$ cat config.mk
export PLATFORM = sky130hd
export DESIGN_NAME = fsp_dev_flat
export DESIGN_NICKNAME = d
export VERILOG_FILES = /design/src/logic/fsp_pkg.sv /design/src/logic/fsp_if.sv /design/src/logic/fsp_dev.sv /design/src/flat_wrapper.sv
export SDC_FILE = /design/constraint.sdc
export NUM_CORES = 1
export LEC_CHECK = 0
export BUFFER_PORTS_ARGS = -buffer_cell sky130_fd_sc_hd__buf_2
export CORE_MARGIN = 2
export CORE_UTILIZATION = 40
export CTS_BUF_LIST = sky130_fd_sc_hd__clkbuf_4 sky130_fd_sc_hd__clkbuf_8 sky130_fd_sc_hd__clkbuf_16
export DETAILED_ROUTE_END_ITERATION = 12
export MAX_ROUTING_LAYER = met4
export PLACE_DENSITY_LB_ADDON = 0.12
export SYNTH_ARGS = -nofsm -noshare
export SYNTH_HDL_FRONTEND = slang
export SYNTH_SLANG_ARGS = --single-unit
$ cat constraint.sdc
create_clock -name pclk -period 4.6 [get_ports pclk]
set_input_delay 1.15 -clock pclk [delete_from_list [all_inputs] [get_ports pclk]]
set_output_delay 1.15 -clock pclk [all_outputs]
set_load 0.01 [all_outputs]
$ cat src/logic/fsp_pkg.sv
// Purpose: Shared constants for the flash page self-program sequencer and its CPU end
// Assumes: 25 MHz pclk, 16-bit instruction words, 32-word pages
// Notes:   Byte pointer: bit 0 unused, word field above it, page field above that
package fsp_pkg;

  localparam int unsigned CLK_NS       = 40;
  // Shortest erase or write time; the count rounds up to whole cycles
  localparam int unsigned PROG_TIME_NS = 3700000;
  localparam int unsigned PROG_CYCLES  = (PROG_TIME_NS + CLK_NS - 1) / CLK_NS;

  localparam int unsigned DATA_W     = 16;
  localparam int unsigned PTR_W      = 16;
  localparam int unsigned WORD_W     = 5;
  localparam int unsigned WORD_LSB   = 1;
  localparam int unsigned PAGE_W     = 7;
  localparam int unsigned PAGE_LSB   = 6;
  localparam int unsigned PAGE_WORDS = 32;

  // Store-program control register fields
  localparam int unsigned ENABLE_BIT  = 0;
  localparam int unsigned ERASE_BIT   = 1;
  localparam int unsigned WRITE_BIT   = 2;
  localparam int unsigned CLRBUF_BIT  = 4;
  localparam logic [7:0]  CSR_RESET   = 8'h00;
  localparam logic [7:0]  CSR_WMASK   = 8'h0F;
  localparam logic [7:0]  CMD_LOAD    = 8'h01;
  localparam logic [7:0]  CMD_ERASE   = 8'h03;
  localparam logic [7:0]  CMD_WRITE   = 8'h05;
  localparam logic [2:0]  ARM_WINDOW  = 3'h4;

  localparam logic [DATA_W-1:0] ERASED_WORD = 16'hFFFF;

  // CPU-end APB map
  localparam logic [7:0] CMD_OFF   = 8'h00;
  localparam logic [7:0] ZPTR_OFF  = 8'h04;
  localparam logic [7:0] RWORD_OFF = 8'h08;
  localparam logic [7:0] STAT_OFF  = 8'h0C;
  localparam int unsigned DLY_LSB   = 8;
  localparam int unsigned DLY_W     = 3;
  localparam int unsigned ISSUE_BIT = 11;

  typedef enum logic [1:0] {
    FSP_IDLE  = 2'b00,
    FSP_ERASE = 2'b10,
    FSP_PROG  = 2'b01,
    FSP_WAIT  = 2'b11
  } fsp_state_t;

endpackage

$ cat src/logic/fsp_if.sv
// Purpose: Link between the processor core end and the self-program sequencer
// Assumes: Both ends on pclk
// Notes:   csr_wr and store_exec are one-cycle pulses from the core end
`timescale 1ns/1ps
interface fsp_if (
  input wire logic pclk,
  input wire logic presetn
);
  logic        csr_wr;
  logic [7:0]  csr_wdata;
  logic [7:0]  csr_rdata;
  logic        store_exec;
  logic [15:0] z_ptr;
  logic [15:0] r_word;
  logic        cpu_halt;

  modport dev (
    input  csr_wr, csr_wdata, store_exec, z_ptr, r_word,
    output csr_rdata, cpu_halt
  );
  modport cpu (
    output csr_wr, csr_wdata, store_exec, z_ptr, r_word,
    input  csr_rdata, cpu_halt
  );
endinterface

$ cat src/logic/fsp_dev.sv
// Purpose: Flash page self-program sequencer: control register, page buffer, erase/write
// Assumes: ee_busy comes from the EEPROM controller on pclk
// Notes:   Flash array sits outside; it sees erase and per-word program strobes
`timescale 1ns/1ps

// Behaviour
// - Pattern 03 plus store instruction erases page
// - Erase uses page field only, ignores data
// - Core halted throughout page erase
// - Pattern 01 plus store instruction loads one word
// - Word field selects buffer location
// - Buffer cleared after write, clear bit, reset
// - Software loads each location once per clear
// - EEPROM write during loading discards buffer
// - Pattern 05 plus store instruction programs the page
// - Write takes page field; other bits zero
// - Core halted throughout page write
// - Software erases page before writing it
// - Loads allowed before or after erase
// - Buffer locations loadable in any order
// - Software uses same page for erase, write
// - Write bit clears on completion or timeout
// - Erase bit clears on completion or timeout
// - EEPROM write blocks all flash programming
module fsp_dev #(
  parameter int unsigned PROG_CYC = fsp_pkg::PROG_CYCLES
) (
  input  wire logic                        pclk,
  input  wire logic                        presetn,
  fsp_if.dev                               link,
  input  wire logic                        ee_busy,
  output logic                             fl_erase,
  output logic                             fl_prog,
  output logic [fsp_pkg::PAGE_W-1:0]       fl_page,
  output logic [fsp_pkg::WORD_W-1:0]       fl_word,
  output logic [fsp_pkg::DATA_W-1:0]       fl_data
);
  import fsp_pkg::*;

  function automatic logic cmd_is(input logic [7:0] csr, input logic [7:0] pat);
    cmd_is = ((csr & CSR_WMASK) == pat);
  endfunction

  fsp_state_t               state_ff;
  fsp_state_t               nxt_state;
  logic [7:0]               csr_ff;
  logic [7:0]               nxt_csr;
  logic [2:0]               win_ff;
  logic [2:0]               nxt_win;
  logic [31:0]              tmr_ff;
  logic [WORD_W-1:0]        idx_ff;
  logic [PAGE_W-1:0]        page_ff;
  logic                     was_wr_ff;
  logic [PAGE_WORDS-1:0]    vld_ff;
  logic [DATA_W-1:0]        buf_mem [PAGE_WORDS];
  logic                     fl_erase_ff;
  logic                     fl_prog_ff;
  logic [WORD_W-1:0]        fl_word_ff;
  logic [DATA_W-1:0]        fl_data_ff;

  wire                      idle      = (state_ff == FSP_IDLE);
  wire                      csr_take  = link.csr_wr && idle && !ee_busy;
  wire                      armed     = csr_ff[ENABLE_BIT] && (win_ff != 3'h0);
  // An EEPROM write in flight blocks arming and execution alike
  wire                      store_go  = link.store_exec && armed && idle && !ee_busy;
  wire                      do_erase  = store_go && cmd_is(csr_ff, CMD_ERASE);
  wire                      do_load   = store_go && cmd_is(csr_ff, CMD_LOAD);
  wire                      do_write  = store_go && cmd_is(csr_ff, CMD_WRITE);
  wire                      win_end   = armed && (win_ff == 3'h1) && !store_go;
  wire                      op_done   = (state_ff == FSP_WAIT) && (tmr_ff == 32'h0);
  wire [WORD_W-1:0]         z_word    = link.z_ptr[WORD_LSB +: WORD_W];
  wire [PAGE_W-1:0]         z_page    = link.z_ptr[PAGE_LSB +: PAGE_W];
  wire                      clr_write = op_done && was_wr_ff;
  wire                      clr_soft  = csr_take && link.csr_wdata[CLRBUF_BIT];
  wire                      clr_eep   = ee_busy && (|vld_ff);
  wire                      buf_clr   = clr_write || clr_soft || clr_eep;
  // A second load to a filled location is dropped, keeping the first word
  wire                      load_ok   = do_load && !vld_ff[z_word];
  wire                      last_word = (idx_ff == WORD_W'(PAGE_WORDS - 1));

  // Control register and its four-cycle arming window
  always_comb begin
    nxt_csr = csr_ff;
    nxt_win = win_ff;
    if (csr_take) begin
      nxt_csr = link.csr_wdata & CSR_WMASK;
      nxt_win = ARM_WINDOW;
    end else if (store_go) begin
      nxt_win = 3'h0;
      if (do_load || !(do_erase || do_write)) begin
        nxt_csr = CSR_RESET;
      end
    end else if (win_end) begin
      nxt_csr = CSR_RESET;
      nxt_win = 3'h0;
    end else if (op_done) begin
      nxt_csr = CSR_RESET;
    end else if (win_ff != 3'h0) begin
      nxt_win = win_ff - 3'h1;
    end
  end

  always_comb begin
    nxt_state = state_ff;
    case (state_ff)
      FSP_IDLE: begin
        if (do_erase) begin
          nxt_state = FSP_ERASE;
        end else if (do_write) begin
          nxt_state = FSP_PROG;
        end
      end
      FSP_ERASE: begin
        nxt_state = FSP_WAIT;
      end
      FSP_PROG: begin
        if (last_word) begin
          nxt_state = FSP_WAIT;
        end
      end
      FSP_WAIT: begin
        if (op_done) begin
          nxt_state = FSP_IDLE;
        end
      end
      default: begin
        nxt_state = FSP_IDLE;
      end
    endcase
  end

  always_ff @(posedge pclk or negedge presetn) begin
    if (!presetn) begin
      state_ff <= FSP_IDLE;
      csr_ff   <= CSR_RESET;
      win_ff   <= 3'h0;
    end else begin
      state_ff <= nxt_state;
      csr_ff   <= nxt_csr;
      win_ff   <= nxt_win;
    end
  end

  // Page latched at command time; erase and write address the page independently
  always_ff @(posedge pclk or negedge presetn) begin
    if (!presetn) begin
      page_ff   <= '0;
      was_wr_ff <= 1'b0;
      idx_ff    <= '0;
    end else begin
      if (do_erase || do_write) begin
        page_ff   <= z_page;
        was_wr_ff <= do_write;
        idx_ff    <= '0;
      end else if (state_ff == FSP_PROG) begin
        idx_ff <= idx_ff + WORD_W'(1);
      end
    end
  end

  // Duration of the erase or write; the core stays halted across it
  always_ff @(posedge pclk or negedge presetn) begin
    if (!presetn) begin
      tmr_ff <= 32'h0;
    end else if (state_ff == FSP_ERASE || (state_ff == FSP_PROG && last_word)) begin
      tmr_ff <= 32'(PROG_CYC - 1);
    end else if (state_ff == FSP_WAIT && tmr_ff != 32'h0) begin
      tmr_ff <= tmr_ff - 32'h1;
    end
  end

  // Valid bits make clearing a one-cycle act; the words themselves need no reset.
  // Loads are taken only while idle, so an erase in between leaves them intact.
  always_ff @(posedge pclk or negedge presetn) begin
    if (!presetn) begin
      vld_ff <= '0;
    end else if (buf_clr) begin
      vld_ff <= '0;
    end else if (load_ok) begin
      vld_ff[z_word] <= 1'b1;
    end
  end

  always_ff @(posedge pclk) begin
    if (load_ok && !buf_clr) begin
      buf_mem[z_word] <= link.r_word;
    end
  end

  // Flash strobes; unloaded locations program as erased words
  always_ff @(posedge pclk or negedge presetn) begin
    if (!presetn) begin
      fl_erase_ff <= 1'b0;
      fl_prog_ff  <= 1'b0;
      fl_word_ff  <= '0;
      fl_data_ff  <= '0;
    end else begin
      fl_erase_ff <= (state_ff == FSP_ERASE);
      fl_prog_ff  <= (state_ff == FSP_PROG);
      fl_word_ff  <= idx_ff;
      fl_data_ff  <= vld_ff[idx_ff] ? buf_mem[idx_ff] : ERASED_WORD;
    end
  end

  assign fl_erase       = fl_erase_ff;
  assign fl_prog        = fl_prog_ff;
  assign fl_page        = page_ff;
  assign fl_word        = fl_word_ff;
  assign fl_data        = fl_data_ff;
  assign link.csr_rdata = csr_ff;
  assign link.cpu_halt  = !idle;

endmodule

$ cat src/flat_wrapper.sv
// flat-port wrapper written by rule: the top's interface ports become plain ports
module fsp_dev_flat import fsp_pkg::*;
#(
  parameter int unsigned PROG_CYC = fsp_pkg::PROG_CYCLES
)
  (pclk, presetn, ee_busy, fl_erase, fl_prog, fl_page, fl_word, fl_data, link_csr_wr, link_csr_wdata, link_store_exec, link_z_ptr, link_r_word, link_csr_rdata, link_cpu_halt);
  fsp_if link_i (.pclk(pclk), .presetn(presetn));
  input  wire logic pclk;
  input  wire logic presetn;
  input  wire logic ee_busy;
  output logic fl_erase;
  output logic fl_prog;
  output logic [fsp_pkg::PAGE_W-1:0] fl_page;
  output logic [fsp_pkg::WORD_W-1:0] fl_word;
  output logic [fsp_pkg::DATA_W-1:0] fl_data;
  input wire logic [$bits(link_i.csr_wr)-1:0] link_csr_wr;
  input wire logic [$bits(link_i.csr_wdata)-1:0] link_csr_wdata;
  input wire logic [$bits(link_i.store_exec)-1:0] link_store_exec;
  input wire logic [$bits(link_i.z_ptr)-1:0] link_z_ptr;
  input wire logic [$bits(link_i.r_word)-1:0] link_r_word;
  output wire logic [$bits(link_i.csr_rdata)-1:0] link_csr_rdata;
  output wire logic [$bits(link_i.cpu_halt)-1:0] link_cpu_halt;
  assign link_i.csr_wr = link_csr_wr;
  assign link_i.csr_wdata = link_csr_wdata;
  assign link_i.store_exec = link_store_exec;
  assign link_i.z_ptr = link_z_ptr;
  assign link_i.r_word = link_r_word;
  assign link_csr_rdata = link_i.csr_rdata;
  assign link_cpu_halt = link_i.cpu_halt;
  fsp_dev #(.PROG_CYC(PROG_CYC)) u_core (.pclk(pclk), .presetn(presetn), .link(link_i), .ee_busy(ee_busy), .fl_erase(fl_erase), .fl_prog(fl_prog), .fl_page(fl_page), .fl_word(fl_word), .fl_data(fl_data));
endmodule
### After elaboration in Yosys (flattened, before gate mapping)

Memories as Yosys holds them, arrays and structs flattened.
Cells that the tools add are included.

| word-level totals | value |
|---|---|
| register bits | 113 |
| output and inout port bits | 39 |
| memories kept | 1 |
| word-level logic and storage cells | 107 |
| input bits | 45 |
| bits in writable memories | 512 |

| cells by class | value |
|---|---|
| bitwise logic cells | 1 |
| mux-type cells | 30 |
| magnitude comparators | 3 |
| $add $sub $neg | 3 |
| reduce and logical (&&, ||, !) cells | 44 |
| equal/unequal tests | 13 |

Memory list:

| name | words | bits a word | rd ports | clocked after Yosys merged registers in | wr ports | RTL line | RTL |
|---|---|---|---|---|---|---|---|
| u_core.buf_mem | 32 | 16 | 1 | 0 | 1 | fsp_dev.sv:55 | `logic [DATA_W-1:0] buf_mem [PAGE_WORDS];` |

Operators by type and width:

| kind | count |
|---|---|
| 32-bit two-way mux | 4 |
| 8-bit two-way mux | 5 |
| 32-bit logical NOT | 1 |
| 32-bit OR | 1 |
| 32-bit nonzero test | 1 |
| 32-bit OR reduction | 1 |
| 32-bit by 1-bit subtractor with 32-bit output, second input constant | 1 |
| 1-bit logical AND | 20 |
| 16-bit two-way mux | 1 |
| 3-bit two-way mux | 5 |
| 5-bit by 6-bit less-than comparator with 1-bit output, second input constant | 2 |
| 1-bit binary-select mux with 5-bit select | 2 |
| 5-bit two-way mux | 2 |
| 2-bit two-way mux | 4 |
| 2-bit one-hot mux with 4 select lines | 1 |
| 4-bit nonzero test | 2 |
| 1-bit logical NOT | 6 |
| 2-bit nonzero test | 3 |
| 5-bit by 1-bit adder with 5-bit output, second input constant | 1 |
| 1-bit demux with 5-bit select | 1 |
| 5-bit == test, second input constant | 1 |
| 5-bit by 1-bit >= comparator with 1-bit output, second input constant | 1 |
| 1-bit logical OR | 5 |
| 1-bit two-way mux | 5 |
| other kinds (15) | 18 |

### Longest topological paths before layout

Gate-level depths: netlist (run 1).

| depth | value |
|---|---|
| depth after elaboration | 12 |
| gate-level depth with buffers | 10 |
| mapped depth without buffers | 7 |

### Worst setup path after synthesis (run 1)

No wires, ideal clock.

| timing | value |
|---|---|
| path kind | input to register |
| start point | input port link_z_ptr[1] |
| end point | memory u_core.buf_mem[10][0] (enable) |
| required time | 4.170 ns |
| buffers on the path | 3 |
| stages | 8 |
| arrival time | 4.525 ns |
| library setup time | 0.430 ns |
| setup slack | -0.355 ns |
| cells stage by stage | clkbuf_1 -> buf_1 -> mux2_2 -> a22oi_1 -> o21ai_0 -> nand4b_1 -> clkbuf_1 -> nor4_1 |

| between the ends | value |
|---|---|
| word-level cells in the longest chain between the ends | 7 |

Ends and longest elaborated chain:

| element | RTL line | RTL |
|---|---|---|
| start: declaration | flat_wrapper.sv:19 | `input wire logic [$bits(link_i.z_ptr)-1:0] link_z_ptr;` |
| 1-bit binary-select mux with 5-bit select | fsp_dev.sv:78 | `wire load_ok = do_load && !vld_ff[z_word];` |
| 1-bit two-way mux (implied by the code) | fsp_dev.sv:78 |  |
| 1-bit logical NOT | fsp_dev.sv:78 |  |
| 1-bit logical AND | fsp_dev.sv:78 |  |
| 1-bit logical AND | fsp_dev.sv:185 | `if (load_ok && !buf_clr) begin` |
| 1-bit two-way mux | fsp_dev.sv:185 |  |
| 1-bit two-way mux (implied by the code) | fsp_dev.sv:186 | `buf_mem[z_word] <= link.r_word;` |
| end: declaration | fsp_dev.sv:55 |  |

Several ways; a longest one is shown, not always the timed one. The select of a mux whose other input is x is not followed.

### Final worst setup path (run 1)

| timing | value |
|---|---|
| start point | register u_core.tmr_ff[26] |
| end point | memory u_core.buf_mem[7][9] (enable) |

| between the ends | value |
|---|---|
| word-level cells in the longest chain between the ends | 9 |

Ends and longest elaborated chain:

| element | RTL line | RTL |
|---|---|---|
| start: declaration | fsp_dev.sv:50 | `logic [31:0] tmr_ff;` |
| start signal: assignment | fsp_dev.sv:166 | `tmr_ff <= 32'(PROG_CYC - 1);` |
| start signal: assignment | fsp_dev.sv:168 | `tmr_ff <= tmr_ff - 32'h1;` |
| 32-bit logical NOT | fsp_dev.sv:70 | `wire op_done = (state_ff == FSP_WAIT) && (tmr_ff == 32'h0);` |
| 1-bit logical AND | fsp_dev.sv:70 |  |
| 1-bit logical AND | fsp_dev.sv:73 | `wire clr_write = op_done && was_wr_ff;` |
| 1-bit logical OR (2 in series) | fsp_dev.sv:76 | `wire buf_clr = clr_write \|\| clr_soft \|\| clr_eep;` |
| 1-bit logical NOT | fsp_dev.sv:185 |  |
| 1-bit logical AND | fsp_dev.sv:185 |  |
| 1-bit two-way mux | fsp_dev.sv:185 |  |
| 1-bit two-way mux (implied by the code) | fsp_dev.sv:186 |  |

No other way between the ends.

==> impl_summary.md, run 1 <==
Run status
The run finished with clean final reports.

Layout
For this run, the post-layout net count is 1633. After routing the design area is 29710 um^2. The growth of design area from synthesis to finish is 16.98%. The layout cell share with drive strength beyond 1 is 0.2765. In the layout the commonest cells are sky130_fd_sc_hd__edfxtp_1 (512), sky130_fd_sc_hd__mux4_2 (139), sky130_fd_sc_hd__dfrtp_1 (106). In the final layout, the multi-input gates occupy 7052 um^2. At the end of the flow the core is filled with cells to 0.4718.

The sequential cells in the finished layout cover a total of 18110 um^2. The library cell used most frequently in the layout, excluding fill and tap cells, is sky130_fd_sc_hd__edfxtp_1. The filler cell count in the final layout is 5360.

Die
The width of the die is 256.0 um. The core footprint is 62970 um^2. The initial utilization of the core area, before any placement, comes to 0.4033.

For this design the top-level I/O count stands at between 80 and 90. From bottom edge to top edge, the die measures 256.0 um. The floorplan has 92 rows. The full die area is 65520 um^2.

STA
The worst relative slew slack is 0.2624. The final count of hold timing violations is 0. Setup violations remaining at the end of the flow were counted as 0. Final hold analysis gives a worst-case slack of 466.6 ps. The pin slew with the least headroom to its limit is 1102 ps. The final critical path time including I/O delays and setup is 3640 ps. Setup total negative slack on the finished layout was measured at 0 ps.

The setup clock skew after layout is 26.69 ps. The part of the cycle the worst path needs is 0.7912. The final max-slew violation count is 0.

Setup repair after global routing left no endpoint under its margin. The achievable frequency is about 270 MHz.

Synth
The synthesized-area fraction occupied by and/or/nand/nor cells is 0.06947. The mean cell area of the mapped netlist is about 17 um^2. The largest family of logic cells by synthesized area is multiplexers.

Counting flops and latches in the post-synthesis netlist gives 621. Counting flops with a built-in enable in the synthesized netlist gives 512. The unique cell type count in the Yosys netlist is between 60 and 70. Of the total synthesized cell area, the portion taken by XOR and XNOR cells is 0.001035.

The multiplexer area fraction after synthesis is 0.1407. The post-synthesis compound-gate area fraction is 0.05129. The cell count after synthesis came out at 1464.

The post-synthesis instance area is 25390 um^2. Of the synthesized area, sequential elements account for 0.7128. The most frequently used flop master after synthesis is sky130_fd_sc_hd__edfxtp_1.

Of the total synthesized cell area, the portion taken by full adders, half adders and majority gates is 0.005912. The Yosys warning count is 0. Of all flip-flops after synthesis, the portion carrying an async set or reset was 0.1755.

CTS
TritonCTS built the clock tree. The clock latency on the worst-skew pair is 610 ps. The root buffer cell chosen for the clock tree is sky130_fd_sc_hd__clkbuf_16. Counting the buffers created by CTS gives 70.

The clock tree synthesis step divided the H-tree into 3 levels. The number of hold buffers added after CTS was 0. The clock drives around 620 sinks. The number of setup buffers added after CTS is 0. The clock slew at the register clock pins of the worst setup and hold paths is ~60 ps.

The number of gates resized after CTS was 0. The clock passes through at most 3 buffers.

Critical path
The dominant cell type by count on the critical path is sky130_fd_sc_hd__nor4_2. The worst endpoint data arrival time is a little under 4000 ps. The critical path goes through or4_4, or4_1, nor4_2, and3_2, buf_12, nor4_2, buf_4. Of all nets on the critical path, the largest fanout is 24. Counting both buffers and inverters, the worst setup path holds a total of 2. For this design, the slowest cell found on the critical path is sky130_fd_sc_hd__and3_2. The largest single stage delay on the critical path is 680 ps. By startpoint and endpoint, the worst setup path is classified as flop to flop. The worst setup path is captured at a flop. Data on the critical path is required at its endpoint by a little under 5000 ps. In this design, the largest share of critical-path delay is due to simple AND/OR/NAND/NOR gates. The type of element launching the critical path is a flop.

GRT
The first global-routing pass estimated 93940 um of wire. The global router's overall resource usage is 0.2006. The via count of the first global-routing pass is between 10000 and 15000.

The number of antenna violations at the first check in global routing is 2. The maximum number of pins on one net before global-route repair is 65. The sum of overflow across all layers after global routing is 0.

Pwr
The worst-case IR drop observed on VDD is 0.0003060 V. In this run the power density over the cells is 392.3 nW/um^2. After layout, the design draws a total of 0.01165 W. The total leakage power is 10.25 nW.

Placement
The quantity of I/O buffers inserted on ports is 72. The congestion estimate from routability-driven global placement came to about 0.83. After detailed placement, the total cell area comes to 27480 um^2. Once detailed placement completed, the half-perimeter wirelength came to 37230 um.

Detailed routing
The remaining antenna violation count is 0. The aggregate routed wire length is 62810 um. In the final routed layout, each cell accounts on average for 25.35 um. The average vias per placed instance is ~5.6. For this run, design rule violations remaining after detail routing come to 0. The number of DRC violations after detailed-routing iteration 0 is 1228. The routed layout has approximately 14000 vias.

The number of detailed-routing iterations run before antenna repair is 5.

Run
The number of maximum-capacitance violations is 0.

Min path
The path class of the tightest hold or removal check is flop to flop.
==> sequential cells by signal, summed over array words and instances, names as in the netlist <==
signal	count
u_core.link.csr_rdata	4
u_core.state_ff	2
u_core.fl_prog	1
u_core.fl_data	16
u_core.vld_ff	32
u_core.fl_erase	1
u_core.fl_page	7
u_core.fl_word	5
u_core.win_ff	3
u_core.was_wr_ff	1
u_core.buf_mem	512
u_core.tmr_ff	32
u_core.idx_ff	5
==> cell usage after synthesis, types with 10 or more instances <==
master / count / share of area
sky130_fd_sc_hd__nand4_1: 11 / 0.0027
sky130_fd_sc_hd__nand2_1: 89 / 0.013
sky130_fd_sc_hd__ha_1: 12 / 0.0059
sky130_fd_sc_hd__a31oi_1: 21 / 0.0052
sky130_fd_sc_hd__o22ai_1: 17 / 0.0042
sky130_fd_sc_hd__a22oi_1: 34 / 0.010
sky130_fd_sc_hd__a21o_1: 13 / 0.0038
sky130_fd_sc_hd__mux2_2: 16 / 0.0071
sky130_fd_sc_hd__mux2i_1: 25 / 0.0099
sky130_fd_sc_hd__a21oi_1: 38 / 0.0075
sky130_fd_sc_hd__dfrtp_1: 109 / 0.11
sky130_fd_sc_hd__mux4_2: 139 / 0.12
sky130_fd_sc_hd__or3_1: 15 / 0.0037
sky130_fd_sc_hd__nand3_1: 21 / 0.0041
sky130_fd_sc_hd__a41oi_1: 10 / 0.0034
sky130_fd_sc_hd__o21ai_0: 27 / 0.0053
sky130_fd_sc_hd__or4_1: 14 / 0.0041
sky130_fd_sc_hd__inv_1: 15 / 0.0022
sky130_fd_sc_hd__clkbuf_1: 63 / 0.0093
sky130_fd_sc_hd__edfxtp_1: 512 / 0.61
sky130_fd_sc_hd__buf_1: 28 / 0.0041
sky130_fd_sc_hd__nor2_1: 32 / 0.0047
sky130_fd_sc_hd__nor3_1: 52 / 0.010
sky130_fd_sc_hd__nand2b_1: 11 / 0.0027
sky130_fd_sc_hd__nor4_1: 47 / 0.012
==> worst register-to-register path: stages (launching register included) <==
cell and delay (ps):
sky130_fd_sc_hd__dfrtp_1 390, sky130_fd_sc_hd__or4_4 570, sky130_fd_sc_hd__or4_1 580, sky130_fd_sc_hd__nor4_2 440, sky130_fd_sc_hd__and3_2 690, sky130_fd_sc_hd__buf_12 310, sky130_fd_sc_hd__nor4_2 90, sky130_fd_sc_hd__buf_4 270
==> per-stage QoR <==
| stage | instances | setup slack, ps |
|---|---|---|
| global route | 2477 | 841.0 |
| floorplan | 1467 | -355.1 |
| finish | 2478 | 960.4 |
| detailed placement | 2350 | 727.4 |
| CTS | 2477 | 960.4 |
| global placement | 2350 | 769.5 |
==> final cells by class <==
type | count | share of cell area
Sequential cell | 621 | 0.6097
Clock inverter | 35 | 0.008255
Tap cell | 846 | 0.03563
Timing Repair Buffer | 141 | 0.04060
Clock buffer | 92 | 0.06650
Antenna cell | 1 | 0.00008424
Inverter | 15 | 0.001895
Multi-Input combinational cell | 727 | 0.2374
==> final timing paths <==
kind	startpoint	to	slack, ps	cells past startpoint
setup / recovery	u_core.tmr_ff[26]	u_core.buf_mem[7][9]	960	7
hold / removal	u_core.fl_page[2]	u_core.fl_page[2]	470	2
setup reg to reg	u_core.tmr_ff[26]	u_core.buf_mem[7][9]	960	7
hold reg to reg	u_core.fl_page[2]	u_core.fl_page[2]	470	2
max in group asynchronous	presetn	u_core.fl_data[14]	3130	2
min in group asynchronous	presetn	u_core.tmr_ff[11]	640	1
==> power breakdown <==
| part | total (W) | leakage [nW] | internal [W] | switching, W |
|---|---|---|---|---|
| sequential | 0.00609 | 5.94 | 0.00609 | 0 |
| clock | 0.00540 | 1.11 | 0.00319 | 0.00220 |
| combinational | 0.000168 | 3.21 | 0.0000249 | 0.000143 |
==> logic make-up (layout without fill, tap and decap cells) <==
logic type               Yosys count  after routing
multiplexers                     181            181
flip-flops                       621            621
XOR/XNOR                           3              3
AO/OA/AOI/OAI                    195            195
AND/OR/NAND/NOR                  332            332
other                              1              5
buffers and inverters            119            283
adder cells (fa/ha/maj)           12             12
==> metal layers <==
layer	share of wire	GRT usage	up-vias
met2	0.48	0.3054	393
met1	0.44	0.2711	7292
met4	0.033	0.07034	0
met3	0.052	0.03852	122
li1	-	-	6186
met5	0	-	-
Note: power is estimated with default switching activity, not from simulation.
==> inputs of run 2 (changes only) <==
ABC_AREA = 1   (was unset)
clock period = 3.28 ns   (was 4.6 ns; I/O delays follow)
==> impl_summary.md, run 2 <==
Layout
The filler cell count in the final layout came to 6028 (+12%). The area of the multi-input gates came to 7427 um^2 (+5.3%). The flip-flop count of the largest register after layout is 512 (unchanged).

The total area of sequential cells is 18110 um^2 (unchanged). The final-stage net count is 2605 (+60%). The largest registers in the layout are u_core.buf_mem x512, u_core.tmr_ff x32, u_core.vld_ff x32. Relative to the synthesized area, the layout overhead comes to 15.44%. The layout cell share with drive strength beyond 1 is 0.1246 (-0.1519). Counting flops per register, the top entry is u_core.buf_mem. The top cell types in the final layout, fill and taps aside, are sky130_fd_sc_hd__edfxtp_1 (512), sky130_fd_sc_hd__nand2_1 (460), sky130_fd_sc_hd__nor2_1 (451). The leading cell type in the layout, fill and taps excluded is sky130_fd_sc_hd__edfxtp_1.

STA
The pin slew with the least headroom to its limit came to 840.6 ps (-261.9 ps). The setup clock skew after layout is 23.75 ps (-2.933 ps). The part of the cycle the worst path needs was 0.8566 (+0.06541). The final critical path time including I/O delays and setup is 2810 ps (-829.9 ps). The accumulated negative setup slack is 0 ps (unchanged). The final max-slew violation count is 0 (unchanged). Setup repair after global routing left no endpoint under its margin. The worst relative slew slack is 0.4396 (+0.1772). The setup slack of the critical path after layout is 470.2 ps (-490.1 ps).

The achievable frequency is 355.9 MHz (+30%). The final count of hold timing violations is 0 (unchanged). The number of setup violations in the final report came to 0 (unchanged).

CTS
The number of levels in the clock H-tree is 3 (unchanged). The maximum clock insertion buffer count is 3 (unchanged). The count of clock tree sinks is 621 (unchanged). The number of buffers created by CTS is 69 (-1.4%).

The tree is rooted in a sky130_fd_sc_hd__clkbuf_16. The number of buffers inserted by hold repair at cts is 0 (unchanged). The number of setup buffers added after CTS was 0 (unchanged). The clock latency on the worst-skew pair is 610 ps (about the same). The clock tree from TritonCTS is yes. The number of gates resized after cts was 0 (unchanged). The clock slew at the register clock pins of the worst setup and hold paths was 60 ps (about the same).

Pwr
The maximum vdd drop came to 0.0009370 V (+210%). The ratio of total power to cell area came to 829.9 nW/um^2 (+110%). The total leakage power is 11.78 nW (+15%).

Synth
The register bit total from synthesis is 621 (unchanged). Ranked by total cell area, the synthesized netlist is headed by sky130_fd_sc_hd__edfxtp_1 (57%), sky130_fd_sc_hd__dfrtp_1 (10%), sky130_fd_sc_hd__nand2_1 (6.5%). The mean cell area of the mapped netlist came to 10.84 um^2 (-37%).

The share of the yosys chip area belonging to registers is 0.6767 (-0.03617). The Yosys warning count is 0 (unchanged). The cell count after synthesis was 2467 (+69%). The top cell type's share of synthesized area is 0.5747 (-0.03072). The number of flops mapped to enable cells by yosys is 512 (unchanged). Summed over all instances, the cell type with the most area after synthesis is sky130_fd_sc_hd__edfxtp_1. The most frequently used flop master after synthesis is sky130_fd_sc_hd__edfxtp_1. The unique cell type count in the Yosys netlist is 38 (-39%). The share of flip-flops with an asynchronous set or reset after synthesis is 0.1755 (unchanged). The post-synthesis instance area is 26750 um^2 (+5.3%). The most common cell in the synthesized netlist is sky130_fd_sc_hd__edfxtp_1.

In the synthesized netlist, the cells that appear most often are sky130_fd_sc_hd__edfxtp_1 (512), sky130_fd_sc_hd__nand2_1 (460), sky130_fd_sc_hd__nor2_1 (452), sky130_fd_sc_hd__o21ai_0 (271), sky130_fd_sc_hd__inv_1 (122).

Die
The vertical extent of the die is 262.6 um (+2.6%). The number of top-level pins is 84 (unchanged). The number of standard-cell rows in the floorplan came to 94 (+2.2%). The width of the die is 262.6 um (+2.6%). The initial standard-cell utilization of the core is 0.4054 (+0.002143). The full die area came to 68960 um^2 (+5.3%).

The core footprint is 65980 um^2 (+4.8%).

Min path
In this run the worst hold path is classified as input pin to asynchronous set/reset pin.

GRT
The via count of the first global-routing pass is 17660 (+23%). The wire length of the first global-routing pass was 111000 um (+18%). The number of antenna violations at the first check in global routing is 2 (unchanged). The maximum number of pins on one net before global-route repair is 123 (+89%).

The sum of overflow across all layers after global routing is 0 (unchanged). The global router's overall resource usage is 0.2187 (+0.01813).

Run status
The flow ran to the end, and the final reports show no timing, DRC or antenna violations.

Placement
The routability congestion estimate from global placement came to 0.9360 (+13%). The placed wire-length estimate is 43870 um (+18%). The quantity of I/O buffers inserted on ports came to 72 (unchanged). The pre-CTS worst setup slack is 317.7 ps (-409.7 ps).

Critical path
The slowest stage of the critical path is the sky130_fd_sc_hd__dfrtp_1 cell. The worst endpoint data arrival time is 3090 ps (-870 ps). The worst register-to-register path begins at u_core.state_ff[0].

The data required time at the worst endpoint was 3560 ps (-1360 ps). The signal on the critical path passes through inv_1, ha_1, nand2_1, nor2_1, nand3_1, nor2_1, nand2_1, nor2_1, nand2_1, nor2_4, buf_12, nand3_1, inv_1, buf_4. The start point of the critical path is u_core.state_ff[0]. The element type at the critical path end is a flop.

The worst path buffer plus inverter count came to 4 (+2). The dominant delay contributor by cell family on the critical path is simple AND/OR/NAND/NOR gates. STA classifies the critical path startpoint as a flop.

The largest stage delay on the critical path is 410 ps (-270 ps). The classification of the worst setup path is flop to flop. The largest fanout on the critical path is 20 (-17%).

Detailed routing
The via total after detailed routing is 18350 (+31%). The number of remaining DRC errors is 0 (unchanged). The number of detailed-routing iterations run before antenna repair is 5 (unchanged). The aggregate routed wire length is 73270 um (+17%). The number of DRC violations after detailed-routing iteration 0 is 1563 (+27%). The wire length per cell is 21.12 um (-17%). The remaining antenna violation count is 0 (unchanged). The average vias per placed instance is 5.289 (-6.3%).

Run
The number of maximum-capacitance violations was 0 (unchanged).
-- run 2: cell types whose count changed in the layout (fill, tap and decap cells not counted), moves of 34 or more --
cell / previous run / this run
sky130_fd_sc_hd__mux4_2: 139 / 0
sky130_fd_sc_hd__o21ai_0: 27 / 271
sky130_fd_sc_hd__a22oi_1: 34 / 0
sky130_fd_sc_hd__nand2_1: 88 / 460
sky130_fd_sc_hd__nand3_1: 21 / 107
sky130_fd_sc_hd__nor2_1: 30 / 451
sky130_fd_sc_hd__o211ai_1: 1 / 62
sky130_fd_sc_hd__nor3_1: 52 / 14
sky130_fd_sc_hd__inv_1: 15 / 122
-- run 2: through the flow --
stage / cells / util / total power, W / instance area, um^2 / hold WS, ps
3_5_place_dp: 3341 / 0.4322 / 0.01788 / 28520 / 362.1
3_3_place_gp: 3341 / 0.4322 / 0.01776 / 28520 / 365.8
4_1_cts: 3465 / 0.4679 / 0.02591 / 30870 / 293.8
2_1_floorplan: 2470 / - / 0.01487 / 26760 / 378.1
5_1_grt: 3465 / 0.4679 / 0.02712 / 30870 / 314.3
6_report: 3469 / 0.4681 / 0.02563 / 30880 / 279.2
-- run 2: logic make-up (layout without fill, tap and decap cells) --
logic type      count (synthesis)  count (layout)  synth area share
buf+inv                       270             401           0.04621
other cells                     1               8         0.0001402
xor+xnor                       18              18          0.005893
fa+ha+maj                      12              12          0.005612
compound gates                442             442           0.09190
simple gates                 1103            1103            0.1736
flops                         621             621            0.6767
-- run 2: final cells by class --
cell class	count	area share
Antenna cell	4	0.0003241
Inverter	136	0.01677
Multi-Input combinational cell	1579	0.2405
Timing Repair Buffer	141	0.04473
Clock buffer	92	0.06454
Clock inverter	32	0.01171
Sequential cell	621	0.5864
Tap cell	864	0.03500
-- run 2: metal layers --
layer,vias to the layer above,wire (um),global-route usage
met2,482,34650,0.3472
met3,121,3544,0.03214
met4,0,1858,0.06213
met1,9053,33220,0.2937
met5,-,0,-
li1,8692,-,-
-- run 2: final timing paths --
path	to	slack (ps)	cells after the start
max	u_core.buf_mem[0][5]	470	14
min	u_core.fl_page[5]	280	2
max reg2reg	u_core.buf_mem[0][5]	470	14
min reg2reg	u_core.fl_word[4]	380	0
max in group asynchronous	u_core.idx_ff[0]	2460	2
min in group pclk	u_core.fl_word[4]	380	0
-- run 2: report_power, final --
part / switching (W) / internal [W]
Combinational: 0.00602 / 0.00244
Clock: 0.00312 / 0.00484
Sequential: 0.000287 / 0.00892
Total: 0.00943 / 0.0162
-- run 2: worst reg2reg max path, cell delays in order, from the launching register on --
cell and delay, ps:
sky130_fd_sc_hd__dfrtp_1 410, sky130_fd_sc_hd__inv_1 130, sky130_fd_sc_hd__ha_1 300, sky130_fd_sc_hd__nand2_1 80
sky130_fd_sc_hd__nor2_1 90, sky130_fd_sc_hd__nand3_1 100, sky130_fd_sc_hd__nor2_1 260, sky130_fd_sc_hd__nand2_1 120
sky130_fd_sc_hd__nor2_1 110, sky130_fd_sc_hd__nand2_1 90, sky130_fd_sc_hd__nor2_4 120, sky130_fd_sc_hd__buf_12 190
sky130_fd_sc_hd__nand3_1 160, sky130_fd_sc_hd__inv_1 90, sky130_fd_sc_hd__buf_4 250
==> inputs of run 3 (changes only) <==
ABC_AREA = 0   (was 1)
==> impl_summary.md, run 3 (synthesis gave the netlist of run 1 again) <==
STA
The part of the cycle the worst path needs is 0.9505 (+0.09384). The setup clock skew after layout is 24.83 ps (+1.076 ps). The final max-slew violation count is 0 (unchanged).

The pin slew with the least headroom to its limit is 753.4 ps (-87.20 ps). The setup slack of the critical path after layout was 162.4 ps (-307.8 ps). The worst relative slew slack is 0.4914 (+0.05176). Setup repair after global routing left no endpoint under its margin. The final critical path time including I/O delays and setup came to 3118 ps (+307.8 ps). The number of setup violations in the final report came to 0 (unchanged).

The final count of hold timing violations came to 0 (unchanged). The achievable frequency came to 320.8 MHz (-9.9%).

CTS
The number of buffers created by CTS is 69 (unchanged). The number of gates resized after cts is 0 (unchanged). The clock latency on the worst-skew pair is 610 ps (about the same).

The number of buffers inserted by hold repair at cts is 0 (unchanged). The clock slew at the register clock pins of the worst setup and hold paths is 60 ps (about the same). The number of levels in the clock H-tree is 3 (unchanged).

The clock tree from TritonCTS is yes. The count of clock tree sinks came to 621 (unchanged). The maximum clock insertion buffer count is 3 (unchanged).

The root buffer cell chosen for the clock tree is sky130_fd_sc_hd__clkbuf_16. The number of setup buffers added after CTS is 0 (unchanged).

Detailed routing
The number of detailed-routing iterations run before antenna repair is 4 (-1). The wire length per cell is 24.02 um (+14%). The remaining antenna violation count was 0 (unchanged). The average vias per placed instance is 5.603 (+5.9%).

The aggregate routed wire length is 59840 um (-18%). The number of DRC violations after detailed-routing iteration 0 is 988 (-37%). The via total after detailed routing is 13960 (-24%).

The number of remaining DRC errors is 0 (unchanged).

Critical path
The setup slack on the worst flop-to-flop path is 160 ps (-310 ps). The worst endpoint data arrival time is 3600 ps (+510 ps). The largest stage delay on the critical path is 580 ps (+170 ps). The largest fanout on the critical path was 8 (-60%). The classification of the worst setup path is flop to flop. The endpoint identified for the worst register-to-register timing path is u_core.state_ff[1]. The data required time at the worst endpoint is 3760 ps (+200 ps). The most numerous cell type found on the critical path is sky130_fd_sc_hd__or4_1. STA classifies the critical path startpoint as a flop. The worst reg2reg path depth is 5 (-9). STA classifies the critical path endpoint as a flop. In this run the critical register-to-register path is launched from u_core.tmr_ff[25]. The standard cell with the maximum stage delay on the critical path is sky130_fd_sc_hd__or4_1.

The signal on the critical path passes through or4_4, or4_1, or4_1, a222oi_1, mux2_1.

Die
The initial standard-cell utilization of the core is 0.4033 (-0.002143). The full die area came to 65520 um^2 (-5.0%). The number of standard-cell rows in the floorplan is 92 (-2.1%). The number of top-level pins was 84 (unchanged). The vertical extent of the die was 256.0 um (-2.5%). The core footprint came to 62970 um^2 (-4.6%).

The width of the die came to 256.0 um (-2.5%).

GRT
The wire length of the first global-routing pass is 91960 um (-17%). The global routing usage on met1 is 0.2693 (-0.02446). The number of antenna violations at the first check in global routing is 0 (-2). The global router's overall resource usage was 0.1923 (-0.02636).

The met3 usage was 0.02951 (-0.002629). The via count of the first global-routing pass is 14620 (-17%). The sum of overflow across all layers after global routing is 0 (unchanged).

The maximum number of pins on one net before global-route repair is 59 (-52%). The most used routing layer in global routing is met2. The met2 demand-to-capacity share in global routing is 0.2965 (-0.05070).

Layout
The largest registers in the layout are u_core.buf_mem x512, u_core.tmr_ff x32, u_core.vld_ff x32. The layout cell share with drive strength beyond 1 came to 0.2875 (+0.1630). The count of antenna diodes in the layout came to 0 (-4). Ranked by flip-flop count, first place goes to u_core.buf_mem. The flip-flop count of the largest register after layout is 512 (unchanged). The leading cell type in the layout, fill and taps excluded is sky130_fd_sc_hd__edfxtp_1.

The area of all placed cells without fillers came to 30380 um^2 (-1.6%). The growth of design area from synthesis to finish is 19.61%. The final-stage net count was 1651 (-37%).

In the layout the commonest cells are sky130_fd_sc_hd__edfxtp_1 (512), sky130_fd_sc_hd__mux4_2 (139), sky130_fd_sc_hd__dfrtp_1 (105).

Placement
The placed wire-length estimate is 37500 um (-15%). The routability congestion estimate from global placement is 0.8091 (-14%). The quantity of I/O buffers inserted on ports came to 72 (unchanged). The instance area at placement came to 28140 um^2 (-1.3%).

The pre-CTS worst setup slack came to 7.186 ps (-310.5 ps).

Run status
The run finished with clean final reports.

Pwr
The internal power component was 0.01312 W (-19%). The net switching fraction of the power is 0.1986 (-0.1692). The maximum vdd drop is 0.0004755 V (-49%). The total leakage power is 10.41 nW (-12%).

The ratio of total power to cell area is 539.1 nW/um^2 (-35%). The part of the total power dissipated in combinational logic is 0.014 (-0.316). The part of the power in the clock network is 0.464 (+0.153). The net switching power of the design is 0.003253 W (-65%). The sequential cell fraction of total power is 0.522 (+0.163).

Min path
The worst hold path belongs to the class input pin to asynchronous set/reset pin.

Run
The number of maximum-capacitance violations is 0 (unchanged).
run 3: worst max-delay path: cells and delay by family (launching register included):
family	cells	cell delay, ps
flip-flops	1	410
AO/OA/AOI/OAI	1	500
AND/OR/NAND/NOR	3	1710
multiplexers	1	360
run 3: worst max path at each step:
stage,depth (start not counted),startpoint,endpoint
after floorplan,7,link_z_ptr[2],u_core.buf_mem[10][0]
after global placement,8,link_z_ptr[2],u_core.buf_mem[8][6]
after CTS,5,u_core.tmr_ff[25],u_core.state_ff[1]
after global routing,5,u_core.tmr_ff[25],u_core.state_ff[1]
final,5,u_core.tmr_ff[25],u_core.state_ff[1]
after detailed placement,8,link_z_ptr[2],u_core.buf_mem[8][6]
run 3: power by group through the flow:
stage / clock [W] / combinational (W) / sequential, W
finish: 0.00760 / 0.000228 / 0.00854
global route: 0.00812 / 0.000255 / 0.00854
CTS: 0.00783 / 0.000235 / 0.00854
detailed placement: 0 / 0.000235 / 0.00870
global placement: 0 / 0.000227 / 0.00870
floorplan: 0 / 0.0000473 / 0.00871
run 3: routing by layer:
layer | vias up | share of wire
li1 | 6233 | -
met2 | 297 | 0.48
met3 | 86 | 0.039
met5 | - | 0
met1 | 7341 | 0.46
met4 | 0 | 0.019
run 3: stage by stage:
stage / util / instances / hold WS, ps / power (W) / TNS (ps)
2_1_floorplan: - / 1467 / 375.8 / 0.008753 / -54620
3_3_place_gp: 0.4469 / 2369 / 458.6 / 0.008931 / 0
3_5_place_dp: 0.4469 / 2369 / 462.0 / 0.008939 / 0
4_1_cts: 0.4823 / 2491 / 165.7 / 0.01660 / 0
5_1_grt: 0.4824 / 2491 / 187.7 / 0.01692 / 0
6_report: 0.4824 / 2491 / 181.8 / 0.01638 / 0
run 3: cell type report:
cell class / instances / area (um^2)
fillers: 5320 / 32590
flip-flops and latches: 621 / 18110
multi-input cells: 727 / 7341
clock buffers: 89 / 1918
repair buffers: 160 / 1574
well taps: 846 / 1059
clock inverters: 33 / 315.3
inverters: 15 / 56.30
